### config.mk
export PLATFORM = sky130hd
export DESIGN_NAME = flash_status_register
export DESIGN_NICKNAME = d
export VERILOG_FILES = /design/src/hw/flash_status_register.v
export VERILOG_INCLUDE_DIRS = /design/src /design/src/inc
export SDC_FILE = /design/constraint.sdc
export NUM_CORES = 1
export LEC_CHECK = 0
export ABC_AREA = 1
export BUFFER_PORTS_ARGS = -buffer_cell sky130_fd_sc_hd__buf_2
export CAP_MARGIN = 30
export CORE_UTILIZATION = 45
export DETAILED_ROUTE_END_ITERATION = 8
export SKIP_LAST_GASP = 1
export SYNTH_ARGS = -nofsm -noshare
export SYNTH_HDL_FRONTEND = slang
export SYNTH_SLANG_ARGS = --single-unit
### constraint.sdc
create_clock -name sys_clk -period 2.1 [get_ports sys_clk]
set_input_delay 0.42 -clock sys_clk [delete_from_list [all_inputs] [get_ports sys_clk]]
set_output_delay 0.42 -clock sys_clk [all_outputs]
set_load 0.02 [all_outputs]
### src/inc/flash_status_consts.vh
// Purpose: constants of the serial flash status register block
// Assumes: included by the bare name from the design file
// Notes:   codes not fixed here are parameters of the top module
`ifndef FLASH_STATUS_CONSTS_VH
`define FLASH_STATUS_CONSTS_VH

// command codes
`define REGISTER_WRITE_CMD     8'h01
`define WRITE_PERMIT_CLEAR_CMD 8'h04
`define STATUS_READ_CMD        8'h05
`define WRITE_PERMIT_SET_CMD   8'h06
`define ERROR_CLEAR_CMD        8'h30

// bit positions in flash_status_one
`define LOCK_POS      7
`define PROG_ERR_POS  6
`define ERASE_ERR_POS 5
`define PROT_HI_POS   4
`define PROT_LO_POS   2
`define PERMIT_POS    1
`define BUSY_POS      0

// reset and default values
`define LOCK_RST      1'b0
`define ERR_RST       1'b0
`define PERMIT_RST    1'b0
`define PROT_VOL_DEF  3'h7
`define PROT_RST      3'h0

// frame bit counts
`define OPCODE_BITS   5'h08
`define REGW_BITS     5'h10

// operation kinds, one-hot
`define KIND_PROG     4'h1
`define KIND_ERASE    4'h2
`define KIND_WHOLE    4'h4
`define KIND_REGW     4'h8

`endif

### src/hw/flash_status_register.v
// Purpose: status register one of a serial flash with its command handling
// Assumes: spi mode 0, pins sampled by sys_clk; array engine on sys_clk
// Notes:   array engine reports op_done, op_fail, op_prot_hit as pulses
//
// What this block does
// (RL1) Status read code 05h shifts the status register to the host.
// (RL2) Resets load volatile bits with defaults; nonvolatile bits keep value.
// (RL3) Lock bit set and write-protect low: lock, range bits frozen.
// (RL4) Pin high or lock clear lets register write change lock and range.
// (RL5) Program failure or protected program target sets program failure flag.
// (RL6) Single erase failure or protected single erase target sets erase flag.
// (RL7) Whole-array erase hitting protected sector leaves erase flag clear.
// (RL8) Error clear 30h clears both flags; register write cannot touch them.
// (RL9) Range bits volatile, default ones, when volatility select is 1.
// (RL10) Any range bit set protects area; whole erase needs all zero.
// (RL11) Write permit set 06h sets latch; writes need latch set.
// (RL12) Register write, program, erase ignored while latch is clear.
// (RL13) Write permit clear 04h clears the latch.
// (RL14) Successful operation end clears latch; register write data leaves it.
// (RL15) Host sends error clear, then write permit clear, after failure.
// (RL16) Latch forced to zero by power cycle, hardware or software reset.
// (RL17) While busy only reads, pauses, error clear, software reset accepted.
// (RL18) Pause accepted only while matching array operation runs.
// (RL19) Failure keeps busy set until an error clear or software reset arrives.
// (RL20) Register write 01h writes lock and range bits, if permitted.
// (RL21) Status read shifts msb first, repeating while host keeps clocking.
`include "flash_status_consts.vh"
`timescale 1ns/10ps

module flash_status_register #(
	parameter [7:0] STATUS_TWO_READ_CMD   = 8'he1,
	parameter [7:0] PROGRAM_CMD           = 8'he2,
	parameter [7:0] SECTOR_ERASE_CMD      = 8'he3,
	parameter [7:0] WHOLE_ARRAY_ERASE_CMD = 8'he4,
	parameter [7:0] ERASE_PAUSE_CMD       = 8'he5,
	parameter [7:0] PROGRAM_PAUSE_CMD     = 8'he6,
	parameter [7:0] SOFT_RESET_CMD        = 8'he7
) (
	input  wire       sys_clk,
	input  wire       resetn,
	input  wire       spi_sck,
	input  wire       spi_cs_n,
	input  wire       spi_si,
	input  wire       wp_n,
	output reg        spi_so,
	output reg        spi_so_oe,
	input  wire       prot_volatility_select,
	input  wire       nv_lock_in,
	input  wire [2:0] nv_prot_in,
	input  wire       op_done,
	input  wire       op_fail,
	input  wire       op_prot_hit,
	output reg        start_program,
	output reg        start_erase,
	output reg        start_whole_erase,
	output reg        start_reg_write,
	output reg        reg_write_lock,
	output reg  [2:0] reg_write_prot,
	output reg        pause_erase,
	output reg        pause_program,
	output reg        soft_reset_pulse,
	output reg  [7:0] flash_status_one
);

	localparam [2:0] ST_IDLE = 3'h1;
	localparam [2:0] ST_RUN  = 3'h2;
	localparam [2:0] ST_ERR  = 3'h4;

	// commands that stay legal while busy
	function busy_ok;
		input [7:0] code;
		begin
			busy_ok = (code == `STATUS_READ_CMD) ||
				(code == STATUS_TWO_READ_CMD) ||
				(code == ERASE_PAUSE_CMD) ||
				(code == PROGRAM_PAUSE_CMD) ||
				(code == `ERROR_CLEAR_CMD) ||
				(code == SOFT_RESET_CMD);
		end
	endfunction

	function is_read;
		input [7:0] code;
		begin
			is_read = (code == `STATUS_READ_CMD) ||
				(code == STATUS_TWO_READ_CMD);
		end
	endfunction

	// pin synchronisers: {wp_n, cs_n, sck, si}
	// reset to wp_n, cs_n and sck high, si low; high cs_n masks the sck edges that follow reset
	localparam [3:0] PIN_IDLE = 4'he;
	wire [3:0] pin_sync;
	wire [3:0] pin_raw = {wp_n, spi_cs_n, spi_sck, spi_si};
	genvar gi;
	generate
		for (gi = 0; gi < 4; gi = gi + 1) begin : g_sync
			reg meta;
			reg settled;
			always @(posedge sys_clk or negedge resetn) begin
				if (!resetn) begin
					meta    <= PIN_IDLE[gi];
					settled <= PIN_IDLE[gi];
				end else begin
					meta    <= pin_raw[gi];
					settled <= meta;
				end
			end
			assign pin_sync[gi] = settled;
		end
	endgenerate

	wire si_s   = pin_sync[0];
	wire sck_s  = pin_sync[1];
	wire cs_n_s = pin_sync[2];
	wire wp_n_s = pin_sync[3];

	reg sck_prev;
	reg cs_prev;
	wire sck_rise  = sck_s & ~sck_prev & ~cs_n_s;
	wire sck_fall  = ~sck_s & sck_prev & ~cs_n_s;
	wire frame_end = cs_n_s & ~cs_prev;

	// register state
	reg       loaded;
	reg       lock;
	reg       prog_err;
	reg       erase_err;
	reg [2:0] prot;
	reg       permit;
	reg [2:0] state;
	reg [3:0] kind;

	wire busy = (state != ST_IDLE);
	wire [7:0] status_now = {lock, prog_err, erase_err, prot, permit, busy};
	wire hw_locked = lock & ~wp_n_s; // RL3

	// frame receive
	reg [4:0] bit_cnt;
	reg [6:0] shift_in;
	reg [7:0] opcode;
	reg [7:0] data_byte;
	reg       rd_active;
	reg       rd_zero;
	reg [2:0] rd_idx;
	reg [6:0] rd_shift;

	always @(posedge sys_clk or negedge resetn) begin
		if (!resetn) begin
			sck_prev  <= 1'b0;
			cs_prev   <= 1'b1;
			bit_cnt   <= 5'h00;
			shift_in  <= 7'h00;
			opcode    <= 8'h00;
			data_byte <= 8'h00;
			rd_active <= 1'b0;
			rd_zero   <= 1'b0;
			rd_idx    <= 3'h0;
			rd_shift  <= 7'h00;
			spi_so    <= 1'b0;
			spi_so_oe <= 1'b0;
		end else begin
			sck_prev <= sck_s;
			cs_prev  <= cs_n_s;
			if (cs_n_s) begin
				bit_cnt   <= 5'h00;
				rd_active <= 1'b0;
				rd_idx    <= 3'h0;
				spi_so_oe <= 1'b0;
			end else if (sck_rise) begin
				shift_in <= {shift_in[5:0], si_s};
				if (bit_cnt != `REGW_BITS) begin
					bit_cnt <= bit_cnt + 5'h01;
				end
				if (bit_cnt == `OPCODE_BITS - 5'h01) begin
					opcode <= {shift_in, si_s};
					// RL1
					rd_active <= is_read({shift_in, si_s});
					rd_zero <= ({shift_in, si_s} != `STATUS_READ_CMD);
				end
				if (bit_cnt == `REGW_BITS - 5'h01) begin
					data_byte <= {shift_in, si_s};
				end
			end else if (sck_fall && rd_active) begin
				spi_so_oe <= 1'b1;
				rd_idx <= rd_idx + 3'h1;
				// fresh snapshot at each byte boundary
				if (rd_idx == 3'h0) begin
					spi_so   <= rd_zero ? 1'b0 : status_now[7]; // RL21
					rd_shift <= rd_zero ? 7'h00 : status_now[6:0];
				end else begin
					spi_so   <= rd_shift[6]; // RL21
					rd_shift <= {rd_shift[5:0], 1'b0};
				end
			end
		end
	end

	// one-byte commands run at frame end; register write needs 16 bits
	wire one_byte = frame_end && (bit_cnt == `OPCODE_BITS);
	wire two_byte = frame_end && (bit_cnt == `REGW_BITS);
	wire cmd_ok   = !busy || busy_ok(opcode); // RL17

	wire do_soft_reset = one_byte && (opcode == SOFT_RESET_CMD);
	wire do_err_clear  = one_byte && (opcode == `ERROR_CLEAR_CMD);
	wire do_set_permit = one_byte && cmd_ok &&
		(opcode == `WRITE_PERMIT_SET_CMD);
	wire do_clr_permit = one_byte && cmd_ok &&
		(opcode == `WRITE_PERMIT_CLEAR_CMD);
	wire can_write = !busy && permit; // RL12
	wire do_regw  = two_byte && can_write && !hw_locked && // RL3 RL4
		(opcode == `REGISTER_WRITE_CMD); // RL20
	wire do_prog  = one_byte && can_write && (opcode == PROGRAM_CMD);
	wire do_erase = one_byte && can_write && (opcode == SECTOR_ERASE_CMD);
	wire do_whole = one_byte && can_write && (prot == 3'h0) && // RL10
		(opcode == WHOLE_ARRAY_ERASE_CMD);
	wire do_pause_e = one_byte && (state == ST_RUN) && // RL18
		(kind == `KIND_ERASE || kind == `KIND_WHOLE) &&
		(opcode == ERASE_PAUSE_CMD);
	wire do_pause_p = one_byte && (state == ST_RUN) && // RL18
		(kind == `KIND_PROG) && (opcode == PROGRAM_PAUSE_CMD);

	wire run_end  = (state == ST_RUN) && (op_done || op_fail);
	// protected sectors met by a whole erase are skipped silently
	wire end_ok   = run_end && (op_done ||
		(kind == `KIND_WHOLE && op_prot_hit)); // RL7
	wire end_fail = run_end && !end_ok;
	wire set_perr = end_fail && (kind == `KIND_PROG); // RL5
	wire set_eerr = end_fail && (kind == `KIND_ERASE); // RL6
	wire [3:0] next_kind = do_prog  ? `KIND_PROG  :
		do_erase ? `KIND_ERASE :
		do_whole ? `KIND_WHOLE : `KIND_REGW;
	wire start_any = do_prog || do_erase || do_whole || do_regw;

	always @(posedge sys_clk or negedge resetn) begin
		if (!resetn) begin
			loaded    <= 1'b0;
			lock      <= `LOCK_RST;
			prog_err  <= `ERR_RST;
			erase_err <= `ERR_RST;
			prot      <= `PROT_RST;
			permit    <= `PERMIT_RST; // RL16
			state     <= ST_IDLE;
			kind      <= `KIND_PROG;
			reg_write_lock <= `LOCK_RST;
			reg_write_prot <= `PROT_RST;
		end else if (!loaded) begin
			// nonvolatile values caught after reset release
			loaded <= 1'b1;
			lock   <= nv_lock_in; // RL2
			prot   <= prot_volatility_select ? `PROT_VOL_DEF : // RL9
				nv_prot_in;
		end else if (do_soft_reset) begin
			prog_err  <= `ERR_RST; // RL2
			erase_err <= `ERR_RST;
			permit    <= `PERMIT_RST; // RL16
			state     <= ST_IDLE;
			if (prot_volatility_select) begin
				prot <= `PROT_VOL_DEF; // RL9
			end
		end else begin
			// flag set wins over a same-cycle error clear
			prog_err  <= set_perr | (prog_err & ~do_err_clear); // RL8
			erase_err <= set_eerr | (erase_err & ~do_err_clear); // RL8
			if (do_set_permit) begin
				permit <= 1'b1; // RL11
			end else if (do_clr_permit) begin
				permit <= 1'b0; // RL13
			end else if (end_ok) begin
				permit <= 1'b0; // RL14
			end
			if (end_ok && kind == `KIND_REGW) begin
				lock <= reg_write_lock;
				prot <= reg_write_prot;
			end
			if (do_regw) begin
				reg_write_lock <= data_byte[`LOCK_POS];
				reg_write_prot <= data_byte[`PROT_HI_POS:`PROT_LO_POS];
			end
			case (state)
				ST_IDLE: begin
					if (start_any) begin
						state <= ST_RUN;
						kind  <= next_kind;
					end
				end
				ST_RUN: begin
					if (end_ok) begin
						state <= ST_IDLE;
					end else if (end_fail) begin
						state <= do_err_clear ? ST_IDLE : ST_ERR; // RL19
					end
				end
				ST_ERR: begin
					if (do_err_clear) begin
						state <= ST_IDLE; // RL19
					end
				end
				default: begin
					state <= ST_IDLE;
				end
			endcase
		end
	end

	// engine strobes and visible status
	always @(posedge sys_clk or negedge resetn) begin
		if (!resetn) begin
			start_program     <= 1'b0;
			start_erase       <= 1'b0;
			start_whole_erase <= 1'b0;
			start_reg_write   <= 1'b0;
			pause_erase       <= 1'b0;
			pause_program     <= 1'b0;
			soft_reset_pulse  <= 1'b0;
			flash_status_one  <= 8'h00;
		end else begin
			start_program     <= loaded && !do_soft_reset && do_prog;
			start_erase       <= loaded && !do_soft_reset && do_erase;
			start_whole_erase <= loaded && !do_soft_reset && do_whole;
			start_reg_write   <= loaded && !do_soft_reset && do_regw;
			pause_erase       <= loaded && do_pause_e;
			pause_program     <= loaded && do_pause_p;
			soft_reset_pulse  <= loaded && do_soft_reset;
			flash_status_one  <= status_now;
		end
	end

endmodule

==> results.md, run 1 <==
* Htree depth at 3
* Final Hold Vio Count at 0
* RSZ-0062 raised after global routing: false
* Commonest non-fill, non-tap cell in the layout: nand2_1
* Nature of the critical path startpoint: register
* Async set-reset flop share out of synthesis at 100.0%
* R2R depth at 10
* Root Buffer: clkbuf_8
* Row cnt at 32
* Worst endpoint required time at 2.39 ns
* Clk_lat worst skew at 0.35 ns
* Post-Route WL at 7.664 mm
* Violation count after the first detailed-route iteration at 170
* Detailed Place HPWL at 5.751 mm
* Gpl congestion at 0.8371
* Largest net degree at the start of global routing at 47
* Mapped Nets at 435
* Part of the cycle the worst path needs at 89.20%
* Pwr dens at 831.8 nW/um^2
* Core area at 7848 um^2
* Reg-to-reg startpoint: bit_cnt[0]
* Slowest stage delay, CP at 0.40 ns
* Overall routing resource usage at 20.04%
* Die W at 92.68 um
* Data arrival, critical path at 2.17 ns
* First-pass GRT wire length at 13.17 mm
* Initial core utilization at 47.15%
* TNS Setup at 0 ns
* Total CTS buffers at 9
* Sequential fraction of the synthesis area at 55.77%
* Resized cells post-CTS at 0
* CP dominant cell by count: nand2_1
* Nets at 481
* Path category of the worst min-delay check: in -> async
* Max-Cap Viols at 0
* Vias in the first global route at 2730
* Final setup viols at 0
* Via count at 2842
* Clock skew at 0.01318 ns
* Cell Area, Synth at 3700 um^2
* Outcome: finished clean
* DRC at 0
* Fin crit period at 1.873 ns
* Slowest library cell on the worst path: dfrtp_1
* Area Growth Syn to Fin at 14.74%
* Worst r2r dst: reg_write_prot[0]
* WL/cell at 13.47 um
* Yosys cell types at 41
* Clk slew on worst S/H paths at 0.08 ns
* Finished Core Util at 54.10%
* Pins over their slew limit at 0
* Leak Pwr at 2.105 nW
* Most frequent cells in the layout: nand2_1, dfrtp_1, inv_1
* CTS tree: done
* Peak VDD IR at 569.2 uV
* Crit path kind: reg -> reg
* Diodes inserted at 0
* Post-CTS Setup Repair Bufs at 0
* Post-synth EDFFs at 0
* Hold buffer count at CTS at 0
* Power Total at 3.531 mW
* Initial antenna violation count at 0
* Max transition margin at 61.25%
* # IOs at 35
* GRT overflow at 0
* Worst R2R Setup Slack at 0.23 ns
* CP endpoint kind: register
* Least-Margin Pin Slew at 0.5813 ns
* CTS sink cnt at 82
* Post-Synthesis Cells at 416
* DIE AREA at 8589 um^2
* Crit-path max FO at 5
* Port Buf Inserts at 34
* Antenna-violating nets left at 0
* DIE HEIGHT at 92.68 um
* First drt pass iteration count at 4
* Fmax at 0.5338 GHz
* Fraction of layout cells with a size suffix above 1 at 17.34%
* Top_reg_cell synth: dfrtp_1
* Syn avg cell area at 8.894 um^2
* Number of synthesized register bits at 82
* Max clock buf depth at 2
* Filler cell count in the final layout at 756
* Vias per inst at 4.995
* Synthesis Warnings at 0
* Worst path cell trace: inv_1, ha_1, inv_1, nor2_1, nand3_1, nor4_1, nand2_1, inv_2, nand2_1, nand2_1
[metrics by stage]
stage | setup WS, ns | cells | cell area, um^2 | hold slack, ns
floorplan | 0.4436 | 416 | 3700 | 0.1244
global placement | 0.2474 | 553 | 4031 | 0.3372
detailed placement | 0.2268 | 553 | 4031 | 0.3385
CTS | 0.2129 | 569 | 4245 | 0.07922
global route | 0.01517 | 569 | 4245 | 0.1105
finish | 0.2268 | 569 | 4245 | 0.07088
[cell type report]
class / instances / area (um^2) / area share (%)
Sequential cell: 82 / 2063 / 48.60
Multi-Input combinational cell: 276 / 1414 / 33.30
Clock buffer: 13 / 148.9 / 3.507
Inverter: 55 / 211.5 / 4.981
Clock inverter: 3 / 65.06 / 1.533
Timing Repair Buffer: 38 / 215.2 / 5.069
Tap cell: 102 / 127.6 / 3.006
[flip-flops by register name, indices dropped and copies added (netlist names), 3 cells and up]
register	flops
opcode	8
bit_cnt	5
g_sync.meta	4
rd_idx	3
flash_status_one	8
state	3
reg_write_prot	3
data_byte	4
shift_in	7
g_sync.settled	3
rd_shift	7
kind	4
prot	3
[power by group]
group / internal, mW / leakage (nW) / switching, mW / total [mW]
Combinational: 0.157 / 0.945 / 0.347 / 0.504
Clock: 0.702 / 0.108 / 0.538 / 1.24
Sequential: 1.70 / 1.05 / 0.0833 / 1.79
Total: 2.56 / 2.10 / 0.968 / 3.53
[synth_stat cells, types with 6 or more instances]
cell | number | area [um^2]
nor2_1 | 40 | 150.1
nand2_1 | 104 | 390.4
nand3_1 | 19 | 95.09
dfstp_2 | 9 | 236.5
o21ai_0 | 39 | 195.2
inv_1 | 51 | 191.4
dfrtp_1 | 73 | 1827
nand4_1 | 6 | 37.54
nor3_1 | 10 | 50.05
[worst max-delay path, delay by kind of cell (launching register included)]
family        cells  cell delay, ns
buf+inv           3            0.26
fa+ha+maj         1            0.14
flops             1            0.40
simple gates      6            1.00
[routing by layer]
layer	global-route usage [%]	up-vias	wire, um	part of all wire, %
li1	-	1451	-	-
met1	28.03	1335	3772	49
met2	31.30	47	3536	46
met3	4.433	9	262	3.4
met4	6.026	0	92	1.2
met5	0	-	0	0
[cell families after synthesis]
family,count (synthesis),share of synthesized area [%]
adders and majority gates,5,1.691
other,1,0.1014
xor gates and xnor gates,1,0.2368
and+or+nand+nor,198,24.79
buffers and inverters,58,6.020
AOI/OAI and AO/OA,71,11.40
DFF,82,55.77
[worst max path at each step]
stage,slack [ns],end,cells after the start,from
final,0.23,reg_write_prot[0],10,bit_cnt[0]
after global routing,0.02,kind[1],11,bit_cnt[0]
after CTS,0.21,reg_write_prot[0],10,bit_cnt[0]
after detailed placement,0.23,kind[1],11,bit_cnt[0]
after global placement,0.25,kind[1],11,bit_cnt[0]
after floorplan,0.44,kind[2],11,bit_cnt[0]
(Power assumes the default switching activity.)
==> inputs of run 2 (changes only) <==
--- a/config.mk
+++ b/config.mk
@@ -6,10 +6,10 @@
 export SDC_FILE = /design/constraint.sdc
 export NUM_CORES = 1
 export LEC_CHECK = 0
-export ABC_AREA = 1
+export ABC_AREA = 0
 export BUFFER_PORTS_ARGS = -buffer_cell sky130_fd_sc_hd__buf_2
 export CAP_MARGIN = 30
-export CORE_UTILIZATION = 45
+export CORE_UTILIZATION = 25
 export DETAILED_ROUTE_END_ITERATION = 8
 export SKIP_LAST_GASP = 1
 export SYNTH_ARGS = -nofsm -noshare
==> run 2 against run 1 <==
- first-iteration DRC count decreased by 19%
- cell count rose by 0.70%
- largest cell class unchanged
- via count decreased by 5.7%
- critical path depth decreased by 2
- highest routed layer unchanged
- non-clock buffer count is 27 higher
- largest power group unchanged
- sequential share of layout area shrank 4.4 points
- core utilization fell by 22 points
- combinational power down 47%
==> results.md, run 2 <==
* Outcome: finished clean
* Non-filler cells, final at 573 (+0.70%)
* Worst path cell trace: inv_2, ha_4, nand4bb_4, nor4_4, buf_4, nand2_1, o211ai_1, mux2_1
* Synth Area in Compound Gates at 8.790% (-2.6 points)
* Root Buffer: clkbuf_16
* Path category of the worst min-delay check: in -> async
* RSZ-0062 raised after global routing: true
* Commonest non-fill, non-tap cell in the layout: dfrtp_1
* Worst endpoint required time at 2.31 ns (-0.08 ns)
* Nets at 403 (-16%)
* Clk slew on worst S/H paths at 0.06 ns (-0.02 ns)
* Post-Synthesis Cells at 318 (-24%)
* Internal power at 2.844 mW (+11%)
* Diodes inserted at 0 (unchanged)
* Pins over their slew limit at 0 (unchanged)
* Least-Margin Pin Slew at 0.5406 ns (-0.04065 ns)
* Async set-reset flop share out of synthesis at 100.0% (unchanged)
* Clock power share at 44.5% (+9.4 points)
* CTS tree: done
* Vias per inst at 4.677 (-6.4%)
* Area contributors post-synth: dfrtp_1, dfstp_2, mux2_2
* Pwr dens at 786.4 nW/um^2 (-5.5%)
* Mapped Nets at 337 (-23%)
* Violation count after the first detailed-route iteration at 137 (-19%)
* Multiplexer share of the synthesized area at 9.726% (+9.7 points)
* Slowest library cell on the worst path: dfrtp_1
* Yosys top cell by area: dfrtp_1
* Syn avg cell area at 11.77 um^2 (+32%)
* Core area at 14590 um^2 (+86%)
* CP endpoint kind: register
* Crit path kind: reg -> reg
* Worst R2R Setup Slack at 0.04 ns (-0.19 ns)
* Finished Core Util at 31.97% (-22 points)
* Most instantiated cells after synthesis: dfrtp_1, nor2_1, mux2_2
* Sequential power share at 48.2% (-2.4 points)
* XOR/XNOR share of the synthesized area at 1.404% (+1.2 points)
* Most numerous cell in the Yosys netlist: dfrtp_1
* DP Area at 4320 um^2 (+7.2%)
* Initial core utilization at 25.66% (-21 points)
* TNS Setup at 0 ns (unchanged)
* Post-synthesis simple-gate area fraction at 20.42% (-4.4 points)
* Overall routing resource usage at 11.53% (-8.5 points)
* Synthesis Warnings at 0 (unchanged)
* Max transition margin at 63.96% (+2.7 points)
* Most frequent cells in the layout: dfrtp_1, nor2_1, buf_2
* Power Total at 3.668 mW (+3.9%)
* Vias in the first global route at 2724 (-0.22%)
* DRC at 0 (unchanged)
* Share of the synthesized area in the top cell type at 48.80% (-0.58 points)
* Leak Pwr at 2.184 nW (+3.8%)
* Setup ws final at 0.03670 ns (-0.1901 ns)
* GRT overflow at 0 (unchanged)
* Clock skew at 0.005895 ns (-0.007282 ns)
* Gpl congestion at 0.8572 (+2.4%)
* Yosys cell types at 62 (+51%)
* Via count at 2680 (-5.7%)
* # IOs at 35 (unchanged)
* DIE HEIGHT at 124.4 um (+34%)
* Crit-path max FO at 6 (+1)
* Area Growth Syn to Fin at 24.60%
* Final setup viols at 0 (unchanged)
* Largest family of logic cells by synthesized area: simple AND/OR/NAND/NOR gates
* Slowest stage delay, CP at 0.39 ns (about the same)
* WL/cell at 14.61 um (+8.5%)
* Clk_lat worst skew at 0.33 ns (-0.02 ns)
* First-pass GRT wire length at 14.24 mm (+8.1%)
* Switching pwr at 823.7 uW (-15%)
* Final instance area at 4664 um^2 (+9.9%)
* Final Hold Vio Count at 0 (unchanged)
* Cell Area, Synth at 3744 um^2 (+1.2%)
* Placed insts at 554 (+0.18%)
* Post-Synth Adder-Cell Area at 1.671% (-0.020 points)
* DIE AREA at 15470 um^2 (+80%)
* Data arrival, critical path at 2.28 ns (+0.11 ns)
* Top_reg_cell synth: dfrtp_1
* Detailed Place HPWL at 6.171 mm (+7.3%)
* Htree depth at 3 (unchanged)
* Fmax at 0.4847 GHz (-9.2%)
* Number of synthesized register bits at 82 (unchanged)
* Fin crit period at 2.063 ns (+0.1901 ns)
* Placement Setup Slack at -0.01015 ns (-0.2369 ns)
* Nature of the critical path startpoint: register
* Biggest regs: flash_status_one x8, opcode x8
* Antenna-violating nets left at 0 (unchanged)
* Largest net degree at the start of global routing at 41 (-13%)
* Post-synth EDFFs at 0 (unchanged)
* Switching portion of total power at 22.46% (-5.0 points)
* Total CTS buffers at 9 (unchanged)
* Peak VDD IR at 361.8 uV (-36%)
* CTS sink cnt at 82 (unchanged)
* Hold Slack at 0.05765 ns (-0.01323 ns)
* Die W at 124.4 um (+34%)
* Hold buffer count at CTS at 0 (unchanged)
* Max clock buf depth at 2 (unchanged)
* R2R depth at 8 (-2)
* Post-Route WL at 8.374 mm (+9.3%)
* Row cnt at 44 (+38%)
* Combinational share of power at 7.2% (-7.1 points)
* First drt pass iteration count at 4 (unchanged)
* Max-Cap Viols at 0 (unchanged)
* Part of the cycle the worst path needs at 98.25% (+9.1 points)
* Sequential fraction of the synthesis area at 55.11% (-0.65 points)
* Port Buf Inserts at 34 (unchanged)
* Initial antenna violation count at 0 (unchanged)
* Fraction of layout cells with a size suffix above 1 at 32.90% (+16 points)
[run 2: cell count changes after synthesis, moves of 6 or more]
cell,before,now
a21oi_1,5,18
mux2_2,0,20
o21ai_0,39,2
inv_1,51,13
nand2_1,104,10
nor3b_1,2,8
nand3_1,19,4
nor3_1,10,4
nand2b_1,0,9
[run 2: power groups by stage]
| stage | sequential (mW) | combinational [mW] | clock [mW] |
|---|---|---|---|
| 2_1_floorplan | 1.77 | 0.138 | 0 |
| 3_3_place_gp | 1.79 | 0.254 | 0 |
| 3_5_place_dp | 1.80 | 0.262 | 0 |
| 4_1_cts | 1.77 | 0.263 | 1.68 |
| 5_1_grt | 1.78 | 0.295 | 1.75 |
| 6_report | 1.77 | 0.265 | 1.63 |
[run 2: final cells by class]
class                           count  area (um^2)
Multi-Input combinational cell    212         1595
Fill cell                        1451         9925
Clock inverter                      3        65.06
Timing Repair Buffer               65        417.9
Clock buffer                       13        240.2
Tap cell                          184        230.2
Sequential cell                    82         2063
Inverter                           14        52.55
[run 2: cell families after synthesis]
logic type / count (synthesis)
compound gates: 48
xor+xnor: 6
fa+ha+maj: 5
buf+inv: 24
flops: 82
mux: 31
other cells: 1
simple gates: 121
[run 2: metal layers]
metal / global-route usage, % / part of all wire [%]
met1: 15.21 / 48
met2: 18.04 / 47
met3: 3.351 / 3.7
met4: 3.827 / 1.9
met5: 0 / 0
[run 2: timing repair]
action,4_1_cts,5_1_grt
cloned,0,0
resized for setup,0,5
setup endpoints to repair,7,13
setup buffers,0,3
pin swaps,1,4
[run 2: path summary, 6_finish.rpt]
check | startpoint | to
min in group sys_clk | spi_cs_n | g_sync[2].meta
hold reg to reg | g_sync[0].meta | g_sync[0].settled
setup / recovery | bit_cnt[0] | prot[2]
hold / removal | resetn | spi_so
max in group asynchronous | resetn | g_sync[3].settled
setup reg to reg | bit_cnt[0] | prot[2]
[run 2: critical path, delay by kind of cell, from the launching register on]
kind / cells / cell delay (ns)
AO/OA/AOI/OAI: 1 / 0.18
flip-flops: 1 / 0.39
AND/OR/NAND/NOR: 3 / 0.61
multiplexers: 1 / 0.35
adder cells (fa/ha/maj): 1 / 0.15
buffers and inverters: 2 / 0.27
==> inputs of run 3 (changes only) <==
--- a/config.mk
+++ b/config.mk
@@ -6,11 +6,12 @@
 export SDC_FILE = /design/constraint.sdc
 export NUM_CORES = 1
 export LEC_CHECK = 0
-export ABC_AREA = 0
+export ABC_AREA = 1
 export BUFFER_PORTS_ARGS = -buffer_cell sky130_fd_sc_hd__buf_2
 export CAP_MARGIN = 30
 export CORE_UTILIZATION = 25
 export DETAILED_ROUTE_END_ITERATION = 8
+export GPL_ROUTABILITY_DRIVEN = 0
 export SKIP_LAST_GASP = 1
 export SYNTH_ARGS = -nofsm -noshare
 export SYNTH_HDL_FRONTEND = slang
==> run 3 against run 2 <==
- clock-buffer cell count decreased by 1
- non-clock buffer count decreased by 27
- worst hold slack got worse by 0.047 ns
- clock power decreased by 4%
- clock skew increased by 0.0066 ns
- sequential cell count unchanged
- wire length decreased by 4.4%
- die area decreased by 1.2%
- sequential power about the same
- highest routed layer unchanged
==> results.md, run 3 (synthesized netlist as in run 1, its figures left out) <==
* Antenna-violating nets left at 0 (unchanged)
* WL/cell at 12.30 um (-16%)
* Area Growth Syn to Fin at 19.85%
* Final Hold Vio Count at 0 (unchanged)
* Filler cell count in the final layout at 1516 (+4.5%)
* Largest net degree at the start of global routing at 39 (-4.9%)
* Clock skew at 0.01250 ns (+0.006603 ns)
* Core area at 14480 um^2 (-0.75%)
* Non-filler cells, final at 651 (+14%)
* Post-Route WL at 8.005 mm (-4.4%)
* Vias per inst at 4.367 (-6.6%)
* Leak Pwr at 2.140 nW (-2.0%)
* Fmax at 0.5488 GHz (+13%)
* TNS Setup at 0 ns (unchanged)
* Pins over their slew limit at 0 (unchanged)
* Vias in the first global route at 2861 (+5.0%)
* Most frequent cells in the layout: nand2_1, dfrtp_1, inv_1
* Die W at 123.7 um (-0.58%)
* Max clock buf depth at 2 (unchanged)
* Violation count after the first detailed-route iteration at 228 (+66%)
* Worst endpoint required time at 2.33 ns (+0.02 ns)
* Initial antenna violation count at 0 (unchanged)
* Via count at 2843 (+6.1%)
* DRC at 0 (unchanged)
* Clk slew on worst S/H paths at 0.06 ns (about the same)
* Detailed Place HPWL at 6.028 mm (-2.3%)
* Row cnt at 44 (unchanged)
* Crit path kind: reg -> reg
* Port Buf Inserts at 34 (unchanged)
* First-pass GRT wire length at 13.73 mm (-3.6%)
* CP endpoint kind: register
* Crit-path max FO at 8 (+2)
* Peak VDD IR at 320.8 uV (-11%)
* Hold buffer count at CTS at 0 (unchanged)
* Power Total at 3.860 mW (+5.2%)
* GRT overflow at 0 (unchanged)
* CTS sink cnt at 82 (unchanged)
* Overall routing resource usage at 11.76% (+0.22 points)
* Root Buffer: clkbuf_16
* RSZ-0062 raised after global routing: false
* Pwr dens at 870.5 nW/um^2 (+11%)
* Biggest regs: flash_status_one x8, opcode x8
* Clk_lat worst skew at 0.34 ns (about the same)
* Diodes inserted at 0 (unchanged)
* # IOs at 35 (unchanged)
* Total CTS buffers at 9 (unchanged)
* Nature of the critical path startpoint: register
* Commonest non-fill, non-tap cell in the layout: nand2_1
* Fin crit period at 1.822 ns (-0.2410 ns)
* Part of the cycle the worst path needs at 86.78% (-11 points)
* CTS tree: done
* Fraction of layout cells with a size suffix above 1 at 17.77% (-15 points)
* Final setup viols at 0 (unchanged)
* DIE AREA at 15290 um^2 (-1.2%)
* First drt pass iteration count at 4 (unchanged)
* Nets at 481 (+19%)
* DIE HEIGHT at 123.7 um (-0.58%)
* Max-Cap Viols at 0 (unchanged)
* Htree depth at 3 (unchanged)
* Initial core utilization at 25.55% (-0.11 points)
* Outcome: finished clean
* Data arrival, critical path at 2.05 ns (-0.23 ns)
* Worst R2R Setup Slack at 0.28 ns (+0.24 ns)
* Placed insts at 635 (+15%)
* Path category of the worst min-delay check: in -> async
run 3: cell types whose count changed in the layout (fill, tap and decap cells not counted), sizes merged, moves of 15 or more:
cell,change
buf,-27
inv,+40
mux2,-28
nand2,+97
nand3,+15
o21ai,+43
run 3: worst paths after layout:
kind,cells after the start,start,endpoint
worst max-delay path,9,cs_n_s,reg_write_prot[0]
worst min-delay path,1,resetn,rd_idx[2]
worst max register to register,9,cs_n_s,reg_write_prot[0]
worst min register to register,0,g_sync[0].meta,g_sync[0].settled
max in group asynchronous,2,resetn,g_sync[1].meta
min in group sys_clk,1,wp_n,g_sync[3].meta
run 3: cell type report:
class	instances	area, um^2	share of cell area (%)
tap	184	230.2	5.192
clock inverter	4	51.30	1.157
inverter	55	211.5	4.769
timing repair buffer	38	215.2	4.853
multi-input combinational	276	1416	31.94
sequential	82	2063	46.53
clock buffer	12	246.5	5.559
run 3: layer usage:
metal  GRT usage (%)  routed length [um]  vias up
li1                -                   -     1440
met1           15.35                3844     1351
met2           18.61                3728       41
met3           3.068                 288       11
met4           4.443                 144        0
met5               0                   0        -
run 3: where the power goes:
group	switching (mW)	total, mW	internal (mW)
registers	0.0908	1.80	1.71
logic	0.341	0.499	0.158
clock network	0.610	1.56	0.954
run 3: what timing repair did:
item	in CTS	in global routing
setup endpoints to repair	0	2
resized for setup	0	1
buffers inserted	0	0
run 3: stage by stage:
step                hold slack, ns  utilization [%]  instance area, um^2  worst slack, ns
floorplan                   0.1244                -                 3700           0.4436
global placement            0.3427            28.55                 4134           0.2508
detailed placement          0.3448            28.55                 4134           0.2117
CTS                        0.01365            30.61                 4432           0.1948
global route               0.03160            30.63                 4434          0.08396
finish                     0.01100            30.63                 4434           0.2777
run 3: worst max-delay path, stage by stage, from the launching register on:
cell     delay (ns)
dfstp_2        0.60
inv_2          0.12
nor2_4         0.13
nand4_4        0.18
nor2_8         0.19
nor2_4         0.07
nand2_1        0.19
inv_2          0.10
nand2_1        0.08
nand2_1        0.04
